File: src/hdl/vpg_pkg.sv
// Package for the video encoder line-16 label, carrier phase and gain register slice.
// Assumes one 100 MHz clock and a byte-wide register port with 8-bit addresses.
`default_nettype none
package vpg_pkg;
  localparam int ADDR_W = 8;
  localparam int DATA_W = 8;
  localparam int GAIN_W = 9;
  localparam int LEVEL_W = 6;
  localparam int CHROMA_W = 8;
  localparam int PROD_W = CHROMA_W + GAIN_W;
  localparam int MILLI_W = 16;
  localparam int PHASE_CDEG_W = 16;
  localparam int LABEL_BYTES = 5;
  localparam int LABEL_BITS = LABEL_BYTES * DATA_W;
  localparam int LABEL_IDX_W = 6;

  // Register offsets
  localparam logic [ADDR_W-1:0] OFS_LABEL_CTRL = 8'h54;
  localparam logic [ADDR_W-1:0] OFS_LABEL_A = 8'h55;
  localparam logic [ADDR_W-1:0] OFS_LABEL_B = 8'h56;
  localparam logic [ADDR_W-1:0] OFS_LABEL_C = 8'h57;
  localparam logic [ADDR_W-1:0] OFS_LABEL_D = 8'h58;
  localparam logic [ADDR_W-1:0] OFS_LABEL_E = 8'h59;
  localparam logic [ADDR_W-1:0] OFS_CARRIER_PHASE = 8'h5A;
  localparam logic [ADDR_W-1:0] OFS_BLUE_GAIN = 8'h5B;
  localparam logic [ADDR_W-1:0] OFS_RED_GAIN = 8'h5C;
  localparam logic [ADDR_W-1:0] OFS_BLUE_TOP_BLACK = 8'h5D;
  localparam logic [ADDR_W-1:0] OFS_RED_TOP_BLANK = 8'h5E;

  // Field positions
  localparam int POS_INSERT_ON = 7;
  localparam int POS_GAIN_TOP = 7;
  localparam int POS_FOLLOW_ON = 6;
  localparam int POS_LEVEL_HI = 5;

  // Reset values
  localparam logic [DATA_W-1:0] RST_BYTE = 8'h00;
  localparam logic [LEVEL_W-1:0] RST_BLACK = 6'h00;
  localparam logic [LEVEL_W-1:0] RST_BLANK = 6'h35;

  // Recommended software codes
  localparam logic [DATA_W-1:0] PHASE_PAL_PORTS = 8'h0F;
  localparam logic [DATA_W-1:0] PHASE_PAL_TABLE = 8'h3A;
  localparam logic [DATA_W-1:0] PHASE_NTSC_PORTS = 8'h35;
  localparam logic [DATA_W-1:0] PHASE_NTSC_TABLE = 8'h57;
  localparam logic [GAIN_W-1:0] BLUE_NOM_925 = 9'h076;
  localparam logic [GAIN_W-1:0] BLUE_NOM_100 = 9'h07D;
  localparam logic [GAIN_W-1:0] BLUE_NOM_SECAM = 9'h06A;
  localparam logic [GAIN_W-1:0] RED_NOM_925 = 9'h0A5;
  localparam logic [GAIN_W-1:0] RED_NOM_100 = 9'h0AF;
  localparam logic [GAIN_W-1:0] RED_NOM_SECAM = 9'h081;
  localparam logic [LEVEL_W-1:0] BLACK_REC_140 = 6'h3A;
  localparam logic [LEVEL_W-1:0] BLACK_REC_143 = 6'h33;

  // Level transfer in milli-IRE: slope per code step and offset
  localparam logic [MILLI_W-1:0] SLOPE_140 = 16'h013E;
  localparam logic [MILLI_W-1:0] SLOPE_143 = 16'h0144;
  localparam logic [MILLI_W-1:0] BLACK_OFS_140 = 16'h70E4;
  localparam logic [MILLI_W-1:0] BLACK_OFS_143 = 16'h6784;
  localparam logic [MILLI_W-1:0] BLANK_OFS_140 = 16'h6338;
  localparam logic [MILLI_W-1:0] BLANK_OFS_143 = 16'h652C;

  // One phase step is 360/256 degrees; kept as centi-degrees per 256 steps
  localparam logic [23:0] PHASE_FULL_CDEG = 24'h008CA0;
  localparam int PHASE_STEP_SHIFT = 8;

  typedef struct packed {
    logic [ADDR_W-1:0] addr;
    logic [DATA_W-1:0] wdata;
    logic wr;
    logic rd;
  } vpg_bus_type;

  typedef struct packed {
    logic signed [CHROMA_W-1:0] cb;
    logic signed [CHROMA_W-1:0] cr;
    logic valid;
  } vpg_chroma_type;

  typedef struct packed {
    logic signed [PROD_W-1:0] u;
    logic signed [PROD_W-1:0] v;
    logic valid;
  } vpg_mod_type;

  typedef struct packed {
    logic strobe;
    logic fieldParity;
    logic phaseReset;
  } vpg_rtc_type;
endpackage
`default_nettype wire

File: src/hdl/vpg_regs.sv
// Register slice of the video encoder: line-16 label bytes, carrier phase,
// chroma gains, real-time control follow bits, black and blanking levels.
// Assumes a synchronous byte register port and a line timing source outside.
//
// Our own choice: the strobed register port.
`timescale 1ns/1ps
`default_nettype none

module vpg_regs
  import vpg_pkg::*;
(
  input wire logic clock, // 100 MHz clock
  input wire logic nrst, // Asynchronous reset, active low
  input wire vpg_pkg::vpg_bus_type bus, // Register request
  output logic [vpg_pkg::DATA_W-1:0] rdata, // Read data, cycle after read
  input wire logic labelWindow, // High over the line-16 label slot
  input wire logic labelBitTick, // One pulse per label bit
  output logic labelBit, // Serial label bit
  output logic labelBitValid, // Pulse with each label bit
  output logic labelInsertOn, // Label insertion enabled
  input wire logic hsync, // Horizontal sync pulse
  output logic [vpg_pkg::DATA_W-1:0] carrierPhaseCode, // Phase code to carrier
  output logic [vpg_pkg::PHASE_CDEG_W-1:0] carrierPhaseCdeg, // Phase in centi-degrees
  output logic carrierPhaseLoad, // Load phase into oscillator
  input wire vpg_pkg::vpg_chroma_type chromaIn, // Colour-difference samples
  output vpg_pkg::vpg_mod_type chromaOut, // Scaled samples to modulator
  output logic [vpg_pkg::GAIN_W-1:0] blueDiffGainCode, // Nine-bit U gain
  output logic [vpg_pkg::GAIN_W-1:0] redDiffGainCode, // Nine-bit V gain
  input wire vpg_pkg::vpg_rtc_type rtcIn, // Decoded real-time control bits
  output logic fieldParity, // Field parity taken from control input
  output logic fieldParityValid, // Field parity being followed
  output logic carrierPhaseReset, // Phase reset pulse from control input
  input wire logic whiteToSync143, // 1 selects the 143 IRE scale
  output logic [vpg_pkg::LEVEL_W-1:0] blackLevelCode, // Black level code
  output logic [vpg_pkg::LEVEL_W-1:0] blankingLevelCode, // Blanking level code
  output logic [vpg_pkg::MILLI_W-1:0] blackLevelMilli, // Black level, milli-IRE
  output logic [vpg_pkg::MILLI_W-1:0] blankingLevelMilli // Blanking level, milli-IRE
);
  import vpg_pkg::*;

  logic [DATA_W-1:0] labelByte_q [LABEL_BYTES];
  logic programLabelInsertOn_q;
  logic [DATA_W-1:0] carrierPhaseCode_q;
  logic [DATA_W-1:0] blueDiffGain_q;
  logic [DATA_W-1:0] redDiffGain_q;
  logic blueDiffGainTop_q;
  logic redDiffGainTop_q;
  logic fieldParityFollowOn_q;
  logic carrierPhaseResetFollowOn_q;
  logic [LEVEL_W-1:0] blackLevelCode_q;
  logic [LEVEL_W-1:0] blankingLevelCode_q;
  logic [DATA_W-1:0] rdata_q;
  logic [DATA_W-1:0] rdata_d;
  logic [LABEL_IDX_W-1:0] labelIdx_q;
  logic labelBit_q;
  logic labelBitValid_q;
  logic carrierPhaseLoad_q;
  logic [PHASE_CDEG_W-1:0] carrierPhaseCdeg_q;
  vpg_mod_type chromaOut_q;
  logic fieldParity_q;
  logic carrierPhaseReset_q;
  logic [MILLI_W-1:0] blackLevelMilli_q;
  logic [MILLI_W-1:0] blankingLevelMilli_q;
  logic [GAIN_W-1:0] blueGainFull;
  logic [GAIN_W-1:0] redGainFull;

  function automatic logic wr_hit(input vpg_bus_type b, input logic [ADDR_W-1:0] ofs);
    wr_hit = b.wr && (b.addr == ofs);
  endfunction

  // Milli-IRE level from a six-bit code, a slope and an offset
  function automatic logic [MILLI_W-1:0] level_milli(
    input logic [LEVEL_W-1:0] code,
    input logic [MILLI_W-1:0] slope,
    input logic [MILLI_W-1:0] offset
  );
    logic [MILLI_W+LEVEL_W-1:0] prod;
    prod = {{MILLI_W{1'b0}}, code} * {{LEVEL_W{1'b0}}, slope};
    level_milli = prod[MILLI_W-1:0] + offset;
  endfunction

  // Signed product of a chroma sample and a nine-bit gain code
  function automatic logic signed [PROD_W-1:0] scale(
    input logic signed [CHROMA_W-1:0] sample,
    input logic [GAIN_W-1:0] gain
  );
    logic signed [PROD_W-1:0] s;
    logic signed [PROD_W-1:0] g;
    s = PROD_W'(sample);
    g = PROD_W'($signed(gain));
    scale = s * g;
  endfunction

  assign blueGainFull = {blueDiffGainTop_q, blueDiffGain_q};
  assign redGainFull = {redDiffGainTop_q, redDiffGain_q};

  always_ff @(posedge clock or negedge nrst)
  begin
    if (!nrst)
    begin
      for (int i = 0; i < LABEL_BYTES; i++)
      begin
        labelByte_q[i] <= RST_BYTE;
      end
    end
    else
    begin
      for (int i = 0; i < LABEL_BYTES; i++)
      begin
        if (wr_hit(bus, OFS_LABEL_A + ADDR_W'(i)))
        begin
          labelByte_q[i] <= bus.wdata;
        end
      end
    end
  end

  always_ff @(posedge clock or negedge nrst)
  begin
    if (!nrst)
    begin
      programLabelInsertOn_q <= 1'b0;
    end
    else if (wr_hit(bus, OFS_LABEL_CTRL))
    begin
      programLabelInsertOn_q <= bus.wdata[POS_INSERT_ON];
    end
  end

  always_ff @(posedge clock or negedge nrst)
  begin
    if (!nrst)
    begin
      carrierPhaseCode_q <= RST_BYTE;
    end
    else if (wr_hit(bus, OFS_CARRIER_PHASE))
    begin
      carrierPhaseCode_q <= bus.wdata;
    end
  end

  always_ff @(posedge clock or negedge nrst)
  begin
    if (!nrst)
    begin
      blueDiffGain_q <= RST_BYTE;
      redDiffGain_q <= RST_BYTE;
    end
    else
    begin
      if (wr_hit(bus, OFS_BLUE_GAIN))
      begin
        blueDiffGain_q <= bus.wdata;
      end
      if (wr_hit(bus, OFS_RED_GAIN))
      begin
        redDiffGain_q <= bus.wdata;
      end
    end
  end

  // blue top bit, parity follow and black level
  always_ff @(posedge clock or negedge nrst)
  begin
    if (!nrst)
    begin
      blueDiffGainTop_q <= 1'b0;
      fieldParityFollowOn_q <= 1'b0;
      blackLevelCode_q <= RST_BLACK;
    end
    else if (wr_hit(bus, OFS_BLUE_TOP_BLACK))
    begin
      blueDiffGainTop_q <= bus.wdata[POS_GAIN_TOP];
      fieldParityFollowOn_q <= bus.wdata[POS_FOLLOW_ON];
      blackLevelCode_q <= bus.wdata[POS_LEVEL_HI:0];
    end
  end

  // red top bit, phase reset follow and blanking level
  always_ff @(posedge clock or negedge nrst)
  begin
    if (!nrst)
    begin
      redDiffGainTop_q <= 1'b0;
      carrierPhaseResetFollowOn_q <= 1'b0;
      blankingLevelCode_q <= RST_BLANK;
    end
    else if (wr_hit(bus, OFS_RED_TOP_BLANK))
    begin
      redDiffGainTop_q <= bus.wdata[POS_GAIN_TOP];
      carrierPhaseResetFollowOn_q <= bus.wdata[POS_FOLLOW_ON];
      blankingLevelCode_q <= bus.wdata[POS_LEVEL_HI:0];
    end
  end

  // Read decode; unmapped addresses read zero
  always_comb
  begin
    rdata_d = '0;
    if (bus.rd)
    begin
      unique case (bus.addr)
        OFS_LABEL_CTRL: rdata_d[POS_INSERT_ON] = programLabelInsertOn_q;
        OFS_LABEL_A: rdata_d = labelByte_q[0];
        OFS_LABEL_B: rdata_d = labelByte_q[1];
        OFS_LABEL_C: rdata_d = labelByte_q[2];
        OFS_LABEL_D: rdata_d = labelByte_q[3];
        OFS_LABEL_E: rdata_d = labelByte_q[4];
        OFS_CARRIER_PHASE: rdata_d = carrierPhaseCode_q;
        OFS_BLUE_GAIN: rdata_d = blueDiffGain_q;
        OFS_RED_GAIN: rdata_d = redDiffGain_q;
        OFS_BLUE_TOP_BLACK: rdata_d = {blueDiffGainTop_q, fieldParityFollowOn_q, blackLevelCode_q};
        OFS_RED_TOP_BLANK:
          rdata_d = {redDiffGainTop_q, carrierPhaseResetFollowOn_q, blankingLevelCode_q};
        default: rdata_d = '0;
      endcase
    end
  end

  // Read data stands one cycle only
  always_ff @(posedge clock or negedge nrst)
  begin
    if (!nrst)
    begin
      rdata_q <= '0;
    end
    else
    begin
      rdata_q <= rdata_d;
    end
  end

  // serialiser: bytes in order, LSB first, restarts each window
  always_ff @(posedge clock or negedge nrst)
  begin
    if (!nrst)
    begin
      labelIdx_q <= '0;
      labelBit_q <= 1'b0;
      labelBitValid_q <= 1'b0;
    end
    else
    begin
      labelBitValid_q <= 1'b0;
      if (!labelWindow || !programLabelInsertOn_q)
      begin
        labelIdx_q <= '0;
        labelBit_q <= 1'b0;
      end
      else if (labelBitTick && (labelIdx_q < LABEL_IDX_W'(LABEL_BITS)))
      begin
        labelBit_q <= labelByte_q[labelIdx_q[LABEL_IDX_W-1:3]][labelIdx_q[2:0]];
        labelBitValid_q <= 1'b1;
        labelIdx_q <= labelIdx_q + 1'b1;
      end
    end
  end

  // phase load at sync, angle from the code
  always_ff @(posedge clock or negedge nrst)
  begin
    if (!nrst)
    begin
      carrierPhaseLoad_q <= 1'b0;
      carrierPhaseCdeg_q <= '0;
    end
    else
    begin
      carrierPhaseLoad_q <= hsync;
      carrierPhaseCdeg_q <=
        PHASE_CDEG_W'(({16'h0000, carrierPhaseCode_q} * PHASE_FULL_CDEG) >> PHASE_STEP_SHIFT);
    end
  end

  always_ff @(posedge clock or negedge nrst)
  begin
    if (!nrst)
    begin
      chromaOut_q <= '0;
    end
    else
    begin
      chromaOut_q.u <= scale(chromaIn.cb, blueGainFull);
      chromaOut_q.v <= scale(chromaIn.cr, redGainFull);
      chromaOut_q.valid <= chromaIn.valid;
    end
  end

  // field parity follows control input only when enabled
  always_ff @(posedge clock or negedge nrst)
  begin
    if (!nrst)
    begin
      fieldParity_q <= 1'b0;
    end
    else if (fieldParityFollowOn_q && rtcIn.strobe)
    begin
      fieldParity_q <= rtcIn.fieldParity;
    end
  end

  // phase reset pulse only when enabled
  always_ff @(posedge clock or negedge nrst)
  begin
    if (!nrst)
    begin
      carrierPhaseReset_q <= 1'b0;
    end
    else
    begin
      carrierPhaseReset_q <= carrierPhaseResetFollowOn_q && rtcIn.strobe && rtcIn.phaseReset;
    end
  end

  always_ff @(posedge clock or negedge nrst)
  begin
    if (!nrst)
    begin
      blackLevelMilli_q <= '0;
      blankingLevelMilli_q <= '0;
    end
    else if (whiteToSync143)
    begin
      blackLevelMilli_q <= level_milli(blackLevelCode_q, SLOPE_143, BLACK_OFS_143);
      blankingLevelMilli_q <= level_milli(blankingLevelCode_q, SLOPE_143, BLANK_OFS_143);
    end
    else
    begin
      blackLevelMilli_q <= level_milli(blackLevelCode_q, SLOPE_140, BLACK_OFS_140);
      blankingLevelMilli_q <= level_milli(blankingLevelCode_q, SLOPE_140, BLANK_OFS_140);
    end
  end

  assign rdata = rdata_q;
  assign labelBit = labelBit_q;
  assign labelBitValid = labelBitValid_q;
  assign labelInsertOn = programLabelInsertOn_q;
  assign carrierPhaseCode = carrierPhaseCode_q;
  assign carrierPhaseCdeg = carrierPhaseCdeg_q;
  assign carrierPhaseLoad = carrierPhaseLoad_q;
  assign chromaOut = chromaOut_q;
  assign blueDiffGainCode = {blueDiffGainTop_q, blueDiffGain_q};
  assign redDiffGainCode = {redDiffGainTop_q, redDiffGain_q};
  assign fieldParity = fieldParity_q;
  assign fieldParityValid = fieldParityFollowOn_q;
  assign carrierPhaseReset = carrierPhaseReset_q;
  assign blackLevelCode = blackLevelCode_q;
  assign blankingLevelCode = blankingLevelCode_q;
  assign blackLevelMilli = blackLevelMilli_q;
  assign blankingLevelMilli = blankingLevelMilli_q;
endmodule
`default_nettype wire

File: config.mk
export PLATFORM = sky130hd
export DESIGN_NAME = vpg_regs
export DESIGN_NICKNAME = d
export VERILOG_FILES = /design/src/hdl/vpg_pkg.sv /design/src/hdl/vpg_regs.sv
export SDC_FILE = /design/constraint.sdc
export NUM_CORES = 1
export LEC_CHECK = 0
export BUFFER_PORTS_ARGS = -buffer_cell sky130_fd_sc_hd__clkbuf_2
export CAP_MARGIN = 40
export CORE_MARGIN = 4
export CORE_UTILIZATION = 45
export CTS_BUF_LIST = sky130_fd_sc_hd__clkbuf_4 sky130_fd_sc_hd__clkbuf_8 sky130_fd_sc_hd__clkbuf_16
export DETAILED_ROUTE_END_ITERATION = 6
export PLACE_DENSITY = 0.65
export SYNTH_ARGS = -nofsm -noshare
export SYNTH_HDL_FRONTEND = slang
export SYNTH_SLANG_ARGS = --single-unit
File: constraint.sdc
create_clock -name clock -period 6 [get_ports clock]
set_clock_uncertainty 0.2 [all_clocks]
set_input_delay 0.6 -clock clock [delete_from_list [all_inputs] [get_ports clock]]
set_output_delay 0.6 -clock clock [all_outputs]
set_load 0.005 [all_outputs]
* Word-level counts from Yosys, hierarchy flattened
Index checks and enable logic that the tools add are counted.
** Word-level totals
- Bits in registers :: 183
- Bits of input ports :: 44
- Output and inout bits :: 136
- Word-level logic and storage cells :: 90
** Operators by class
- Bitwise gates (word level) :: 1
- Muxes and demuxes :: 16
- Add/sub/neg operators :: 5
- Magnitude comparators :: 3
- Reduce and logical (&&, ||, !) cells :: 19
- Eq/ne operators :: 11
- Multiply operators :: 7
** Operators by type and width (number)
- 8-bit by 7-bit equality test with 1-bit output, second input constant :: 11
- 7-bit one-hot mux with 10 select lines :: 1
- 15-bit by 15-bit adder with 16-bit output, second input constant :: 4
- 8-bit by 9-bit multiplier with 17-bit output :: 2
- 16-bit two-way mux :: 2
- 6-bit by 8-bit multiplier with 14-bit output, second input constant :: 2
- 6-bit by 7-bit multiplier with 13-bit output, second input constant :: 2
- 8-bit binary-select mux with 3-bit select :: 1
- 8-bit two-way mux :: 3
- 8-bit by 11-bit multiplier with 19-bit output, second input constant :: 1
- 1-bit logical AND :: 15
- 6-bit two-way mux :: 2
- 1-bit one-hot mux with 11 select lines :: 1
- 6-bit by 1-bit adder with 6-bit output, second input constant :: 1
- 6-bit < comparator, second input constant :: 1
- 1-bit two-way mux :: 5
- 4-bit >= comparator, second input constant :: 1
- 3-bit by 4-bit < comparator with 1-bit output, second input constant :: 1
- 3-bit inverter with 4-bit output :: 1
- 1-bit binary-select mux with 3-bit select :: 1
- 1-bit zero test :: 2
- 2-bit nonzero test :: 1
- 1-bit logical OR :: 1

* Depth between registers and ports, before layout
Gate-level depths: netlist of the first run.
- Word-level depth :: 8
- Depth in mapped cells :: 18

* Worst setup path before layout of the first run
Ideal clock, no wire load.
- Kind :: input to register
- Start :: in chromaIn[16] in the netlist's numbering
- End :: reg chromaOut_q (netlist bit chromaOut[34])
- Data arrival time :: 4508 ps
- Data required time :: 5720 ps
- Path buffers :: 0
- Stages on the path :: 14
- Slack :: 1212 ps
- Setup time :: 80 ps
- Cells stage by stage :: clkinv_1 nor2_1 fa_1 fa_1 fa_1 inv_1 fa_1 inv_1 ha_1 a21boi_1 o41a_1 a41o_1 o41ai_1 xnor2_1
** Between the ends
- Longest elaborated chain between the ends :: 1
** RTL lines
- start, declared :: line vpg_regs.sv:25 : input wire vpg_pkg::vpg_chroma_type chromaIn,
- 8-bit by 9-bit multiplier with 17-bit output :: line vpg_regs.sv:91 : scale = s * g;
- end, declared :: line vpg_regs.sv:59 : vpg_mod_type chromaOut_q;
Every way passes these cells.
A chain may end at the register's enable or synchronous reset.

* Worst setup path after layout of the first run
- Start :: reg blueDiffGain_q[3]
- End :: reg chromaOut_q (netlist bit chromaOut[34])
** Between the ends
- Longest elaborated chain between the ends :: 1
** RTL lines
- start, declared :: line vpg_regs.sv:44 : logic [DATA_W-1:0] blueDiffGain_q;
- start signal, assigned :: line vpg_regs.sv:153 : blueDiffGain_q <= bus.wdata;
- 8-bit by 9-bit multiplier with 17-bit output :: line vpg_regs.sv:91
Every way passes these cells.

==> results of run 1 <==
[final timing paths]
check / startpoint / endpoint / slack, ns / cells past startpoint
max in group asynchronous: nrst / fieldParityValid$_DFFE_PN0P_ / 4.48 / 3
worst max register to register: blueDiffGain_q[3]$_DFFE_PN0P_ / chromaOut[34]$_DFF_PN0_ / 1.0 / 16
worst min-delay path: nrst / blackLevelMilli[12]$_DFF_PN0_ / -0.02 / 1
worst max-delay path: blueDiffGain_q[3]$_DFFE_PN0P_ / chromaOut[34]$_DFF_PN0_ / 1.0 / 16
min in group clock: chromaIn[0] / chromaOut[0]$_DFF_PN0_ / 0.06 / 1
worst min register to register: labelByte_q[20]$_DFFE_PN0P_ / labelByte_q[20]$_DFFE_PN0P_ / 0.34 / 1
[kinds of logic after synthesis]
logic type                 after synthesis  synth area share [%]
and+or+nand+nor                        418                  12.4
adders and majority gates              344                  31.8
buffers and inverters                  329                  7.28
AOI/OAI and AO/OA                      230                  9.57
DFF                                    181                  26.3
muxes                                  113                  7.87
xor gates and xnor gates                93                  4.73
other                                    1                0.0218
[routing by layer]
layer  part of all wire (%)  wire, um  GRT usage (%)
met3                    5.5      2310           4.17
met2                     47     19700           34.4
met1                     46     19000           28.1
met4                    1.6       645           4.67
met5                  0.026        11              0
[power by group through the flow]
stage / Sequential, uW / Clock [uW] / Combinational (uW)
CTS: 1470 / 1180 / 1220
global placement: 1490 / 0 / 1180
finish: 1470 / 1140 / 1200
floorplan: 1470 / 0 / 816
global route: 1480 / 1220 / 1380
detailed placement: 1490 / 0 / 1210
[flip-flops by register name, indices dropped and copies added, names as in the netlist, 6 cells and up]
signal,count
blueDiffGain_q,8
carrierPhaseCode,8
blackLevelMilli,15
blankingLevelMilli,15
blackLevelCode,6
redDiffGain_q,8
labelIdx_q,6
labelByte_q,40
blankingLevelCode,6
chromaOut,35
carrierPhaseCdeg,16
rdata,8
[cell usage in the layout (no fill, tap or decap), types with 37 or more instances in the layout]
| cell type | n |
|---|---|
| ha_1 | 187 |
| a21oi_1 | 41 |
| dfrtp_1 | 177 |
| and2_1 | 97 |
| fa_1 | 157 |
| o21ai_0 | 37 |
| nand2_1 | 110 |
| xnor2_1 | 63 |
| mux2_2 | 90 |
| inv_1 | 271 |
| clkbuf_2 | 176 |
| nor2_1 | 87 |
[through the flow]
step                      cells  hold WS [ns]
after floorplan            1710         0.104
after global placement     2352         0.306
after detailed placement   2353         0.317
after CTS                  2384       0.00357
after global routing       2385        0.0280
final                      2385       -0.0170
[area by class of cell]
| cell class | instances | area [um^2] |
|---|---|---|
| Tap cell | 511 | 639 |
| Multi-Input combinational cell | 1200 | 11400 |
| Inverter | 276 | 1040 |
| Antenna cell | 1 | 2.50 |
| Sequential cell | 181 | 4530 |
| Timing Repair Buffer | 185 | 967 |
| Fill cell | 3480 | 18600 |
| Clock inverter | 13 | 128 |
| Clock buffer | 18 | 439 |
[worst register-to-register path, delay by kind of cell, from the launching register on]
| family | cells | cell delay [ns] |
|---|---|---|
| simple gates | 1 | 0.26 |
| xor+xnor | 1 | 0.17 |
| buf+inv | 4 | 0.20 |
| compound gates | 5 | 1.20 |
| flops | 1 | 0.54 |
| fa+ha+maj | 5 | 2.39 |
==> flow_summary.ini, run 1 <==
[floorplanning]
fp.dieH_um = 204
rows = 71
coreArea_um2 = 37800
pin_count = 180
initial_utilization_pct = 45.6
chipWidth_um = 204
die_area_um2 = 41500

[timing]
hold_violations = 12
fmax_ghz = 0.200
layout_setup_ws_ns = 0.995
holdWs_ns = -0.0170
grt_setup_unrepaired = no
min_period_ns = 5.00
relSlewSlack_pct = 44.1
finalMaxSlewViolations = 0
setup_viol = 0
tightestPinTransition_ns = 0.829
fin_setup_tns_ns = 0
period_share_pct = 83.4

[power_and_ir_drop]
netSwitchingFraction_pct = 35.2
seq_power_share_pct = 38.6
power.leakage_uw = 0.00996
p_total_uw = 3800
combPwrFrac_pct = 31.5
internal-power_uw = 2460
clkPwrFrac_pct = 30.0
p_per_area_nw_per_um2 = 198
irDropWorstVdd_mv = 0.197
p_sw_uw = 1340

[setup_path]
crit_family = adder cells
cp.arrival_ns = 5.17
required_ns = 6.17
crit_buf_inv = 4
worstPathCellList = and2_1, fa_1, inv_1, fa_1, inv_1, fa_1, inv_1, fa_1, inv_1, ha_1, o21ai_1, a21boi_1, o41a_1, a41o_1, o41ai_1, xnor2_1
cp_max_fo = 11
crit_path_end_kind = register
cp_slowest_cell = dfrtp_1
critPathMaxStageDelay_ns = 0.54
critPathLaunchType = register
worstSetupPathType = reg2reg

[grt]
grt_pass1_wl_mm = 68.7
gr-usage-all-layers_pct = 20.7
antenna_found_initial = 2
grt_max_degree = 85
grt_pass1_vias = 13112
gr-total-overflow = 0

[detailed_routing]
via_per_inst = 5.30
vias = 12641
dr.pass1.iters = 5
wire_per_inst_um = 17.4
drc = 0
wirelength_mm = 41.6
first_iter_violations = 606
ant_nets = 0

[clock_tree]
ctsRootBufferMaster = clkbuf_16
clockBufferDepth = 2
worstSkewPairLatency_ns = 0.45
cts_made_buffers = 17
cts_tree = built
post_cts_buffers = 0
post_cts_resized = 0
ctsHtreeMaxLevel = 4
ctsHoldBuffers = 0
cts.sinks = 181
clk_pin_slew_worst_paths_ns = 0.07

[synth]
postSynthCellCount = 1709
ys_top_cells_by_area = dfrtp_1 (26%), fa_1 (18%), ha_1 (14%)
synth_top_area_share_pct = 25.7
ys_types = 76
synth_commonest_cells = inv_1 (271), ha_1 (187), dfrtp_1 (177)
yosys.cell_count.top_type = inv_1
ys.flop_type = dfrtp_1
netlist_area_um2 = 17200
synth_edf_count = 0
async_flop_share_pct = 100
avgSynthCellArea_um2 = 10.1
yosys_warnings = 0
synth-seq-area-share_pct = 26.3
ys_ff_latch = 181
synth_top_area_cell = dfrtp_1

[run_status]
violations = hold timing
status = finished, violations left

[placed_design]
gp_congestion = 0.944
placed_cell_area_um2 = 18600
dp_slack_ns = 0.815
dp_hpwl_mm = 32.2
port_buffers = 177

[cells_and_area]
synthToLayoutAreaGrowth_pct = 11.4
nets = 2249
fin_util_pct = 50.8
drive_gt1_share_pct = 18.2
stdcell_area_um2 = 19200

[run]
cap_violations = 0

[hold_path]
hold_path_class = in2async
Power figures use the tool's default switching activity.
==> run 2, diff against run 1 <==
--- a/config.mk
+++ b/config.mk
@@ -11,7 +11,7 @@
 export CORE_UTILIZATION = 45
 export CTS_BUF_LIST = sky130_fd_sc_hd__clkbuf_4 sky130_fd_sc_hd__clkbuf_8 sky130_fd_sc_hd__clkbuf_16
 export DETAILED_ROUTE_END_ITERATION = 6
-export PLACE_DENSITY = 0.65
+export PLACE_DENSITY = 0.67
 export SYNTH_ARGS = -nofsm -noshare
 export SYNTH_HDL_FRONTEND = slang
 export SYNTH_SLANG_ARGS = --single-unit
==> constraint.sdc (replaced) <==
create_clock -name clock -period 4.1 [get_ports clock]
set_clock_uncertainty 0.2 [all_clocks]
set_input_delay 0.41 -clock clock [delete_from_list [all_inputs] [get_ports clock]]
set_output_delay 0.41 -clock clock [all_outputs]
set_load 0.005 [all_outputs]
==> run 2 against run 1 <==
  * The run ends with setup timing left
  * Utilization increased by 7.7 points
  * Via count increased by 8.6%
  * Non-clock buffer count increased by 226
==> flow_summary.ini, run 2 (synthesis results as in run 1) <==
[cells_and_area]
synthToLayoutAreaGrowth_pct = 28.2
drive_gt1_share_pct = 36.6
top_register = labelByte_q
nets = 2475
stdcell_area_um2 = 22100
largest_register_ffs = 40
layout_commonest_cell = inv_1
fin_util_pct = 58.5
final_cell_mix = inv_1 (243), buf_4 (211), clkbuf_2 (176)
fill_cells = 3156

[setup_path]
cp.arrival_ns = 4.68
cpMostUsedCell = fa_1
cp_slowest_cell = fa_1
worstSetupPathType = reg2reg
ff2ff_path_depth = 16
worstPathCellList = and2_4, fa_1, inv_1, fa_1, inv_1, fa_1, inv_1, fa_1, inv_2, ha_4, o21ai_4, a21boi_2, o41a_1, a41o_1, o41ai_2, xnor2_1
critPathLaunchType = register
crit_buf_inv = 4
worst-path-stages = 16
required_ns = 4.28
critPathMaxStageDelay_ns = 0.53
crit_family = adder cells
cp_max_fo = 5
crit_path_end_kind = register

[grt]
grt_pass1_vias = 14682
grt_pass1_wl_mm = 74.8
grt_max_degree = 85
gr-usage-all-layers_pct = 22.5
antenna_found_initial = 6
gr-total-overflow = 0

[hold_path]
hold_path_class = in2reg
holdPathStages = 2

[timing]
grt_setup_unrepaired = yes
relSlewSlack_pct = 43.8
fmax_ghz = 0.222
finalMaxSlewViolations = 0
holdWs_ns = 0.0249
tightestPinTransition_ns = 0.832
setup_viol = 18
hold_violations = 0
min_period_ns = 4.50
layout_setup_ws_ns = -0.400
period_share_pct = 110

[floorplanning]
coreArea_um2 = 37800
fp.dieH_um = 204
die_area_um2 = 41500
pin_count = 180
initial_utilization_pct = 45.6
rows = 71
chipWidth_um = 204

[detailed_routing]
met1_length_mm = 19.8
ant_nets = 0
vias = 13729
wire_per_inst_um = 17.8
first_iter_violations = 631
wl_met2_mm = 23.2
dr.max_layer_used = met5
drc = 0
dr.pass1.iters = 5
via_per_inst = 5.26
wl_met3_mm = 1.99
wirelength_mm = 46.4

[clock_tree]
clockBufferDepth = 2
clk_pin_slew_worst_paths_ns = 0.07
cts_made_buffers = 17
worstSkewPairLatency_ns = 0.46
ctsRootBufferMaster = clkbuf_16
cts_tree = built
ctsHtreeMaxLevel = 4
cts.sinks = 181

[run_status]
violations = setup timing
status = finished, violations left

[power_and_ir_drop]
irDropWorstVdd_mv = 0.297
power.leakage_uw = 0.0113
p_per_area_nw_per_um2 = 286

[placed_design]
gp_congestion = 0.950
dp_hpwl_mm = 35.4
placed_cell_area_um2 = 20300
port_buffers = 177

[run]
cap_violations = 0
run 2: timing repair:
action	CTS	global route
hold buffers	4	0
pin swaps	95	68
buffers inserted	25	11
setup endpoints to repair	25	35
endpoints found under the hold margin	83	0
cloned	0	0
resized for setup	113	83
run 2: path summary, 6_finish.rpt:
kind | start | end | slack (ns)
hold reg to reg | fieldParity$_DFFE_PN0P_ | fieldParity$_DFFE_PN0P_ | 0.32
setup / recovery | blueDiffGain_q[5]$_DFFE_PN0P_ | chromaOut[34]$_DFF_PN0_ | -0.40
min in group asynchronous | nrst | chromaOut[25]$_DFF_PN0_ | 0.36
max in group asynchronous | nrst | redDiffGain_q[6]$_DFFE_PN0P_ | 2.44
setup reg to reg | blueDiffGain_q[5]$_DFFE_PN0P_ | chromaOut[34]$_DFF_PN0_ | -0.40
hold / removal | rtcIn[0] | carrierPhaseReset$_DFF_PN0_ | 0.02
run 2: per-stage QoR:
step	instances	TNS (ns)	total power, uW	worst slack [ns]
after floorplan	1710	-1.46	3440	-0.322
after CTS	2601	-2.86	6260	-0.394
after global routing	2612	-7.07	6740	-0.518
final	2612	-3.82	6320	-0.400
after global placement	2540	-5.56	4270	-0.526
after detailed placement	2540	-6.74	4320	-0.601
run 2: power breakdown:
group          switching (uW)  total (uW)  internal, uW
clock network             872        1750           883
registers                 103        2110          2000
logic                    1260        2460          1200
total                    2230        6320          4090
run 2: cell type report:
cell class	instances	area, um^2	share of cell area (%)
Inverter	276	1040	4.72
Clock inverter	15	185	0.838
Sequential cell	181	4560	20.7
Clock buffer	17	425	1.93
Tap cell	511	639	2.89
Timing Repair Buffer	411	2730	12.3
Antenna cell	1	2.50	0.0113
Multi-Input combinational cell	1200	12500	56.6
run 2: per-layer routing:
metal | track usage, % | vias to the layer above
met2 | 38.8 | 310
met3 | 3.98 | 100
met4 | 7.83 | 10
li1 | - | 6428
met1 | 28.7 | 6881
met5 | 0 | -
==> run 3, diff against run 2 <==
--- a/config.mk
+++ b/config.mk
@@ -7,11 +7,12 @@
 export LEC_CHECK = 0
 export BUFFER_PORTS_ARGS = -buffer_cell sky130_fd_sc_hd__clkbuf_2
 export CAP_MARGIN = 40
-export CORE_MARGIN = 4
+export CORE_MARGIN = 2
 export CORE_UTILIZATION = 45
 export CTS_BUF_LIST = sky130_fd_sc_hd__clkbuf_4 sky130_fd_sc_hd__clkbuf_8 sky130_fd_sc_hd__clkbuf_16
 export DETAILED_ROUTE_END_ITERATION = 6
 export PLACE_DENSITY = 0.67
+export SLEW_MARGIN = 30
 export SYNTH_ARGS = -nofsm -noshare
 export SYNTH_HDL_FRONTEND = slang
 export SYNTH_SLANG_ARGS = --single-unit
==> run 3 against run 2 <==
  * The flow still finishes with violations (setup timing)
  * Worst hold slack better by 0.048 ns
  * Die area down 3.9%
  * Critical endpoint is now blackLevelMilli[14]$_DFF_PN0_
  * Clock power about the same
  * Sequential share of layout area is 0.13 points higher
  * Largest power group unchanged
  * Routed wire length is 2.7% lower
  * Final area decreased by 0.69%
  * Non-clock buffer count stayed put
  * Global-route usage grew 1.1 points
  * Setup slack improved by 0.038 ns
  * Count of clock-buffer cells in the layout increased by 3
  * Flip-flop and latch count unchanged
  * Combinational power fell by 3%
==> flow_summary.ini, run 3 (synthesis results as in run 1) <==
[setup_path]
cp_slowest_cell = fa_2
crit_start = blackLevelCode[4]$_DFFE_PN0P_
ff2ff_setup_slack_ns = -0.36
required_ns = 4.25
worstReg2RegEnd = blackLevelMilli[14]$_DFF_PN0_
cp_max_fo = 3
crit_path_end_kind = register
critPathLaunchType = register
critPathMaxStageDelay_ns = 0.58
r2r_start = blackLevelCode[4]$_DFFE_PN0P_
cp.arrival_ns = 4.61
ff2ff_path_depth = 15
worstSetupEndpoint = blackLevelMilli[14]$_DFF_PN0_
worstSetupPathType = reg2reg
worstPathCellList = fa_2, inv_2, fa_1, inv_2, fa_1, inv_2, ha_4, o21a_1, o31a_1, or4_4, o2111ai_4, nor4b_2, buf_4, o31a_1, o31a_1

[cells_and_area]
drive_gt1_share_pct = 35.6
synthToLayoutAreaGrowth_pct = 27.3
largest_register_ffs = 40
nets = 2475
fill_cells = 3244
fin_util_pct = 58.2
final_cell_mix = inv_1 (240), buf_4 (206), clkbuf_2 (176)
layout_commonest_cell = inv_1
top_register = labelByte_q

[grt]
gr-total-overflow = 0
grt_pass1_wl_mm = 72.6
antenna_found_initial = 4
grt_max_degree = 88
gr-usage-all-layers_pct = 23.6
grt_pass1_vias = 14070

[placed_design]
port_buffers = 177
gp_congestion = 0.947
dp_slack_ns = -0.599
dp_hpwl_mm = 34.9

[clock_tree]
clk_pin_slew_worst_paths_ns = 0.07
ctsRootBufferMaster = clkbuf_16
ctsHtreeMaxLevel = 4
cts.sinks = 181
cts_tree = built
cts_made_buffers = 17
worstSkewPairLatency_ns = 0.46
clockBufferDepth = 2

[floorplanning]
rows = 71
pin_count = 180
die_area_um2 = 39900
fp.dieH_um = 200
coreArea_um2 = 37700
initial_utilization_pct = 45.7
chipWidth_um = 200

[power_and_ir_drop]
p_total_uw = 6240
irDropWorstVdd_mv = 0.294
p_per_area_nw_per_um2 = 285
power.leakage_uw = 0.0113

[timing]
setup_viol = 18
finalMaxSlewViolations = 0
min_period_ns = 4.46
grt_setup_unrepaired = yes
fmax_ghz = 0.224
layout_setup_ws_ns = -0.362
hold_violations = 0
period_share_pct = 109
tightestPinTransition_ns = 0.832
relSlewSlack_pct = 43.9

[detailed_routing]
first_iter_violations = 557
vias = 13662
dr.pass1.iters = 5
ant_nets = 0
via_per_inst = 5.23
wirelength_mm = 45.2
drc = 0
wire_per_inst_um = 17.3

[run]
cap_violations = 0

[hold_path]
hold_path_class = in2reg
hold_path_startpoint = rtcIn[2]

[run_status]
status = finished, violations left
violations = setup timing
[run 3: cell count changes in the layout (fill, tap and decap cells not counted), moves of 4 or more]
cell / change
nor2_1: +4
ha_4: -5
inv_2: +5
ha_1: +5
buf_4: -5
[run 3: worst min-delay path by stage]
stage,end,slack (ns),cells after the start
finish,fieldParity$_DFFE_PN0P_,0.07,3
global route,rdata[7]$_DFF_PN0_,0.06,2
CTS,rdata[7]$_DFF_PN0_,0.05,2
detailed placement,fieldParity$_DFFE_PN0P_,0.30,1
global placement,fieldParity$_DFFE_PN0P_,0.29,1
floorplan,blackLevelCode[0]$_DFFE_PN0P_,-0.09,0
[run 3: worst max-delay path, delay by kind of cell (launching register included)]
family / cells / cell delay (ns)
AO/OA/AOI/OAI: 5 / 1.06
adder cells (fa/ha/maj): 4 / 1.80
buffers and inverters: 4 / 0.30
flip-flops: 1 / 0.43
AND/OR/NAND/NOR: 2 / 0.54
[run 3: area by class of cell]
type	instances	area (um^2)	area share (%)
Inverter	276	1040	4.73
Multi-Input combinational cell	1200	12300	56.2
Antenna cell	2	5.00	0.0228
Clock inverter	12	143	0.650
Clock buffer	20	454	2.07
Timing Repair Buffer	411	2770	12.6
Tap cell	511	639	2.92
Sequential cell	181	4560	20.8
[run 3: through the flow]
step	TNS [ns]	hold slack (ns)	area, um^2	instances
floorplan	-1.46	-0.0856	17700	1710
global placement	-5.68	0.290	20300	2537
detailed placement	-6.42	0.300	20300	2537
CTS	-3.53	0.0494	21500	2597
global route	-6.84	0.0589	21900	2611
finish	-3.22	0.0733	21900	2613
[run 3: routing by layer]
metal	global-route usage, %	part of all wire [%]
met1	30.0	43
met2	40.6	50
met5	0.639	0.071
met4	7.30	2.4
met3	4.32	4.8
[run 3: power breakdown]
| part | internal [uW] | switching (uW) | total, uW |
|---|---|---|---|
| sequential | 2000 | 102 | 2110 |
| clock | 941 | 799 | 1740 |
| combinational | 1190 | 1210 | 2390 |
| total | 4130 | 2110 | 6240 |
[run 3: timing repair]
item,CTS,global route
gates resized for setup,88,81
pin swaps,64,57
buffers inserted,22,15
setup endpoints to repair,28,31
hold endpoints to repair,85,0
hold buffers,7,0
